`config.mk`:
```
export PLATFORM = sky130hd
export DESIGN_NAME = dds_phase_accumulator_core
export DESIGN_NICKNAME = d
export VERILOG_FILES = /design/src/verilog/dds_pkg.sv /design/src/verilog/sample_fifo.sv /design/src/verilog/dds_phase_accumulator_core.sv
export SDC_FILE = /design/constraint.sdc
export NUM_CORES = 1
export LEC_CHECK = 0
export ABC_CLOCK_PERIOD_IN_PS = 12750
export BUFFER_PORTS_ARGS = -buffer_cell sky130_fd_sc_hd__buf_2
export CORE_MARGIN = 2
export CORE_UTILIZATION = 50
export CTS_CLUSTER_DIAMETER = 50
export DETAILED_ROUTE_END_ITERATION = 6
export PLACE_DENSITY = 0.7
export SLEW_MARGIN = 20
export SYNTH_ARGS = -nofsm -noshare
export SYNTH_HDL_FRONTEND = slang
export SYNTH_SLANG_ARGS = --single-unit
```
`constraint.sdc`:
```
create_clock -name mclk -period 12.75 [get_ports mclk]
set_clock_uncertainty 0.2 [all_clocks]
set_input_delay 1.9125 -clock mclk [delete_from_list [all_inputs] [get_ports mclk]]
set_output_delay 1.9125 -clock mclk [all_outputs]
set_load 0.01 [all_outputs]
```
`src/verilog/dds_pkg.sv`:
```
// shared constants and types of the phase accumulator core
package dds_pkg;
  localparam int WORD_W = 32;
  localparam int PHASE_W = 14;
  localparam int SAMPLE_W = 10;
  localparam int FIFO_DEPTH = 32;
  localparam int CNT_W = 8;
  localparam int GOOD_W = 3;

  localparam int MCLK_PERIOD_NS = 5;
  // slowest legal reference period, 1 MHz
  localparam int REF_MIN_PERIOD_NS = 1000;
  // reference period that counts as recovered
  localparam int REF_RESUME_PERIOD_NS = 900;
  localparam int LOW_CYCLES_I = REF_MIN_PERIOD_NS / MCLK_PERIOD_NS;
  localparam int RESUME_CYCLES_I = REF_RESUME_PERIOD_NS / MCLK_PERIOD_NS;
  localparam logic [CNT_W-1:0] LOW_CYCLES = CNT_W'(LOW_CYCLES_I);
  localparam logic [CNT_W-1:0] RESUME_CYCLES = CNT_W'(RESUME_CYCLES_I);
  localparam logic [CNT_W-1:0] CNT_MAX = 8'hFF;
  localparam logic [GOOD_W-1:0] RESUME_EDGES = 3'h4;

  localparam logic [WORD_W-1:0] ACC_RESET = 32'h0000_0000;
  localparam logic [WORD_W-1:0] WORD_RESET = 32'h0000_0000;
  localparam logic [PHASE_W-1:0] PHASE_QUARTER = 14'h1000;
  localparam logic [PHASE_W-1:0] PHASE_HALF = 14'h2000;
  localparam int MAG_SHIFT = 15;
  localparam logic [SAMPLE_W-1:0] SAMPLE_MID = 10'h200;
  localparam logic [SAMPLE_W-1:0] MAG_MAX = 10'h1FF;
  localparam logic [SAMPLE_W-1:0] SAMPLE_MAX = 10'h3FF;

  typedef enum logic {st_run, st_down} mode_t;
endpackage

```
`src/verilog/sample_fifo.sv`:
```
// flip-flop fifo with valid and ready on both sides
module sample_fifo #(
  parameter int WIDTH = 10,
  parameter int DEPTH = 32
) (
  input wire logic mclk, // core clock
  input wire logic rst_b, // async reset, active low
  input wire logic in_valid, // write request
  output logic in_ready, // space available
  input wire logic [WIDTH-1:0] in_data, // write data
  output logic out_valid, // data available
  input wire logic out_ready, // reader takes data
  output logic [WIDTH-1:0] out_data // head word
);
  localparam int PTR_W = $clog2(DEPTH);
  localparam logic [PTR_W-1:0] PTR_LAST = PTR_W'(DEPTH - 1);
  localparam logic [PTR_W:0] COUNT_FULL = (PTR_W + 1)'(DEPTH);

  typedef struct packed {
    logic [DEPTH-1:0][WIDTH-1:0] mem;
    logic [PTR_W-1:0] wr;
    logic [PTR_W-1:0] rd;
    logic [PTR_W:0] count;
  } fifo_state_t;

  fifo_state_t st;
  fifo_state_t next_st;
  logic push;
  logic pop;

  assign in_ready = st.count != COUNT_FULL;
  assign out_valid = st.count != '0;
  assign out_data = st.mem[st.rd];
  assign push = in_valid && in_ready;
  assign pop = out_valid && out_ready;

  always_comb begin
    next_st = st;
    if (push) begin
      next_st.mem[st.wr] = in_data;
      next_st.wr = (st.wr == PTR_LAST) ? '0 : PTR_W'(st.wr + 1'b1);
    end
    if (pop) begin
      next_st.rd = (st.rd == PTR_LAST) ? '0 : PTR_W'(st.rd + 1'b1);
    end
    if (push && !pop) begin
      next_st.count = (PTR_W + 1)'(st.count + 1'b1);
    end else if (pop && !push) begin
      next_st.count = (PTR_W + 1)'(st.count - 1'b1);
    end
  end

  always_ff @(posedge mclk or negedge rst_b) begin
    if (!rst_b) begin
      st <= '0;
    end else begin
      st <= next_st;
    end
  end
endmodule

```
`src/verilog/dds_phase_accumulator_core.sv`:
```
// phase accumulator, cosine conversion and low-clock power-down
//
// Summary of operation
// - each reference rising edge outside power-down with fifo space adds tuning word to phase
// - accumulator wraps modulo full range
// - tuning word and accumulator are 32 bits
// - top 14 phase bits become cosine amplitude
// - one 10-bit sample per reference cycle
// - tuning word change never disturbs the phase
// - reference below 1 MHz forces power-down
// - no samples generated while powered down
// - recovered reference clock resumes synthesis automatically
// - new tuning word taken on strobe rising edge
// - reset clears word, phase and power-down
module dds_phase_accumulator_core #(
  parameter int WORD_W = dds_pkg::WORD_W,
  parameter int PHASE_W = dds_pkg::PHASE_W,
  parameter int SAMPLE_W = dds_pkg::SAMPLE_W,
  parameter int FIFO_DEPTH = dds_pkg::FIFO_DEPTH
) (
  input wire logic mclk, // core clock, 200 MHz
  input wire logic rst_b, // async master reset, active low
  input wire logic reference_clock_in, // sampled reference clock
  input wire logic [WORD_W-1:0] tuning_word, // loaded tuning word
  input wire logic frequency_update_strobe, // rising edge applies word
  output logic [SAMPLE_W-1:0] dac_sample, // cosine sample to converter
  output logic dac_valid, // sample available
  input wire logic dac_ready, // converter takes sample
  output logic power_down // low-clock power-down state
);
  typedef struct packed {
    logic ref_prev;
    logic strobe_prev;
    logic [WORD_W-1:0] active_word;
    logic [WORD_W-1:0] accum;
    dds_pkg::mode_t mode;
    logic [dds_pkg::CNT_W-1:0] period_cnt;
    logic [dds_pkg::GOOD_W-1:0] good_cnt;
  } core_state_t;

  core_state_t st;
  core_state_t next_st;
  logic ref_rise;
  logic strobe_rise;
  logic push_valid;
  logic push_ready;
  logic push_ok;
  logic [SAMPLE_W-1:0] push_data;

  // parabolic cosine of a truncated phase, offset binary
  function automatic logic [SAMPLE_W-1:0] cos_sample(
    input logic [PHASE_W-1:0] ph
  );
    logic [PHASE_W-1:0] u;
    logic [PHASE_W-2:0] h;
    logic [PHASE_W-1:0] rest;
    logic [2*PHASE_W-2:0] prod;
    logic [2*PHASE_W-2:0] shifted;
    logic [SAMPLE_W-1:0] mag;
    u = PHASE_W'(ph + dds_pkg::PHASE_QUARTER);
    h = u[PHASE_W-2:0];
    rest = PHASE_W'(dds_pkg::PHASE_HALF - {1'b0, h});
    prod = (2*PHASE_W-1)'(h) * (2*PHASE_W-1)'(rest);
    shifted = prod >> dds_pkg::MAG_SHIFT;
    if (shifted > (2*PHASE_W-1)'(dds_pkg::MAG_MAX)) begin
      mag = dds_pkg::MAG_MAX;
    end else begin
      mag = shifted[SAMPLE_W-1:0];
    end
    if (u[PHASE_W-1]) begin
      cos_sample = SAMPLE_W'(dds_pkg::SAMPLE_MID - mag);
    end else begin
      cos_sample = SAMPLE_W'(dds_pkg::SAMPLE_MID + mag);
    end
  endfunction

  assign ref_rise = reference_clock_in && !st.ref_prev;
  assign strobe_rise = frequency_update_strobe && !st.strobe_prev;
  assign push_valid = (st.mode == dds_pkg::st_run) && ref_rise;
  assign push_ok = push_valid && push_ready;
  assign push_data = cos_sample(st.accum[WORD_W-1 -: PHASE_W]);
  assign power_down = st.mode == dds_pkg::st_down;

  always_comb begin
    next_st = st;
    next_st.ref_prev = reference_clock_in;
    next_st.strobe_prev = frequency_update_strobe;
    if (strobe_rise) begin
      // only the increment changes; phase keeps running
      next_st.active_word = tuning_word;
    end
    if (push_ok) begin
      // a full fifo holds the phase instead of losing a sample
      next_st.accum = WORD_W'(st.accum + st.active_word);
    end
    // period measured in core clock cycles, saturating
    if (ref_rise) begin
      next_st.period_cnt = '0;
    end else if (st.period_cnt != dds_pkg::CNT_MAX) begin
      next_st.period_cnt = dds_pkg::CNT_W'(st.period_cnt + 1'b1);
    end
    unique case (st.mode)
      dds_pkg::st_run: begin
        next_st.good_cnt = '0;
        if (st.period_cnt >= dds_pkg::LOW_CYCLES) begin
          next_st.mode = dds_pkg::st_down;
        end
      end
      dds_pkg::st_down: begin
        if (ref_rise) begin
          if (st.period_cnt < dds_pkg::RESUME_CYCLES) begin
            next_st.good_cnt = dds_pkg::GOOD_W'(st.good_cnt + 1'b1);
            if (next_st.good_cnt == dds_pkg::RESUME_EDGES) begin
              next_st.mode = dds_pkg::st_run;
              next_st.good_cnt = '0;
            end
          end else begin
            next_st.good_cnt = '0;
          end
        end
      end
    endcase
  end

  always_ff @(posedge mclk or negedge rst_b) begin
    if (!rst_b) begin
      st <= '0;
    end else begin
      st <= next_st;
    end
  end

  sample_fifo #(
    .WIDTH(SAMPLE_W),
    .DEPTH(FIFO_DEPTH)
  ) u_fifo (
    .mclk(mclk),
    .rst_b(rst_b),
    .in_valid(push_valid),
    .in_ready(push_ready),
    .in_data(push_data),
    .out_valid(dac_valid),
    .out_ready(dac_ready),
    .out_data(dac_sample)
  );
endmodule

```
==> reports/metrics.cfg <==
[synth]
syn-cell-area_um2 = 25900
ys_seq_area_frac = 0.400
synth_top_cell_by_area = dfrtp_1
yosysMostFrequentCell = dfrtp_1
synth_edf_count = 0
ys.flop_type = dfrtp_1
ys_ff_latch = 414
yosys_warnings = 0
synth_common_cells = dfrtp_1, nand2_1, o21ai_0
synth.area.top_cells = dfrtp_1, fa_1, mux4_2
yosysUniqueCellTypes = 65
syn_area_per_cell_um2 = 10.2
async_flop_share = 1.00
syn_inst = 2545
netlist.area_leader.share = 0.400

[hold_path]
hold_path_depth = 2
hold_class = reg2reg
hp-start = u_fifo.st[286]$_DFFE_PN0P_
whs_endpoint = u_fifo.st[286]$_DFFE_PN0P_

[die]
die_w_um = 232
die_h_um = 232
row_count = 83
fp.coreArea_um2 = 51300
initial_core_util = 0.505
ioPinCount = 49
dieArea_um2 = 53700

[setup_path]
required_ns = 12.97
slowest_stage = a21oi_4
cp_slowest_stage_delay_ns = 0.66
reg2reg_from = st[31]$_DFFE_PN0P_
cp_num_buf_inv = 5
start_kind = flip-flop
reg2reg_slack_ns = 2.83
endpoint_kind = flip-flop
worst-setup-path-type = reg2reg
cp.arrival_ns = 10.14
r2r_cells = 32
cp_max_fo = 35
path_delay_family = adder cells
r2r_end = u_fifo.st[250]$_DFFE_PN0P_

[clock_tree]
cts-hold-fix-buffers = 0
h-tree-depth = 2
clkSlewWorstSetupHoldPaths_ns = 0.06
clk_path_buf_depth = 3
post_cts_buffers = 0
clock_sinks = 414
cts_tree = yes
cts_resized = 0
worstSkewPairLatency_ns = 0.58
root_buffer = clkbuf_16
cts-buffers-inserted = 49

[drt]
routed_wirelength_mm = 59.1
drt_iter0_markers = 1699
drt-wirelength-per-cell_um = 18.4
first_pass_iters = 6
antenna_left = 0
drc = 0
drt-vias-per-instance = 5.68
vias = 18300

[finish]
nets = 2798
layout-drive-gt1-share = 0.125
synthToLayoutAreaGrowth_pct = 8.83
diodes = 0

[global_route]
first_global_vias = 19100
grt_pass1_wl_mm = 98.4
antenna_found_initial = 1
overflow = 0
grtUsageTotal = 0.230
grt_max_degree = 176

[sta]
final.period_utilization = 0.778
fin_crit_ns = 9.92
slew_headroom = 0.298
setup_tns_ns = 0
setup_violations = 0
rsz0062_at_grt = false
max_freq_mhz = 101
final_hold_viol_count = 0
worstMarginPinSlew_ns = 1.05
slew_viol_final = 0

[run_status]
status = completed

[place]
gp_congestion = 0.821
port_buffers = 48
dp_hpwl_mm = 39.8

[flow_run]
maxCapViolations = 0

## per-layer routing
metal | vias up | GRT usage | share of wire | wire length, um
li1 | 8571 | - | - | -
met5 | - | 0 | 0.00019 | 11
met3 | 102 | 0.0359 | 0.051 | 3020
met1 | 9116 | 0.308 | 0.44 | 26100
met2 | 471 | 0.381 | 0.48 | 28100
met4 | 2 | 0.0823 | 0.031 | 1860
## layout by cell type (no fill, tap or decap), drive strengths merged, types with 17 or more instances in the layout
master / count
a21oi: 47
nand2: 386
fa: 133
xnor2: 22
a22oi: 33
ha: 130
nor3: 17
o21ai: 358
dfrtp: 414
buf: 69
inv: 203
mux4: 100
nand2b: 64
o31ai: 35
nor2: 91
a21o: 17
nor2b: 58
nand3: 58
clkbuf: 69
mux2: 46
xor2: 28
## flip-flops by register name, indices dropped and copies added (netlist names)
signal	flops
power_down	1
u_fifo.st	336
st	77
## logic make-up (layout without fill, tap and decap cells)
| kind of cell | after synthesis | count (layout) | share of synthesized area |
|---|---|---|---|
| simple gates | 743 | 743 | 0.131 |
| fa+ha+maj | 263 | 263 | 0.166 |
| compound gates | 550 | 550 | 0.122 |
| flops | 414 | 414 | 0.400 |
| xor+xnor | 50 | 50 | 0.0172 |
| other cells | 2 | 13 | 0.000290 |
| buf+inv | 374 | 351 | 0.0556 |
| mux | 149 | 149 | 0.108 |
## worst reg2reg max path, delay by kind of cell, from the launching register on
kind,cells,cell delay [ns]
adders and majority gates,9,3.65
AOI/OAI and AO/OA,7,2.33
buffers and inverters,5,0.51
muxes,1,0.19
DFF,1,0.46
and+or+nand+nor,10,2.44
## stage by stage
| step | setup slack (ns) | util | hold slack, ns | std cells | cell area [um^2] |
|---|---|---|---|---|---|
| after floorplan | 3.96 | - | 0.245 | 2556 | 25900 |
| after global placement | 2.60 | 0.518 | 0.255 | 3125 | 26600 |
| after CTS | 2.90 | 0.549 | 0.278 | 3211 | 28100 |
| final | 2.83 | 0.550 | 0.272 | 3213 | 28200 |
| after detailed placement | 2.94 | 0.518 | 0.266 | 3125 | 26600 |
| after global routing | 2.05 | 0.550 | 0.298 | 3213 | 28200 |
## worst max-delay path by stage
stage,from,cells after the start,to
after floorplan,st[31]$_DFFE_PN0P_,36,u_fifo.st[132]$_DFFE_PN0P_
after global placement,st[31]$_DFFE_PN0P_,32,u_fifo.st[190]$_DFFE_PN0P_
after detailed placement,st[31]$_DFFE_PN0P_,32,u_fifo.st[250]$_DFFE_PN0P_
after CTS,st[31]$_DFFE_PN0P_,32,u_fifo.st[250]$_DFFE_PN0P_
after global routing,st[31]$_DFFE_PN0P_,32,u_fifo.st[250]$_DFFE_PN0P_
final,st[31]$_DFFE_PN0P_,32,u_fifo.st[250]$_DFFE_PN0P_
## cell type report
class	count	area [um^2]
Inverter	196	736
Clock inverter	17	186
Tap cell	680	851
Sequential cell	414	10400
Multi-Input combinational cell	1768	14200
Timing Repair Buffer	69	460
Fill cell	4433	23100
Clock buffer	69	1370
Power is left out: the tool's default activity adds up to more than one toggle a clock period on the data nets, which glitch-free logic cannot reach.
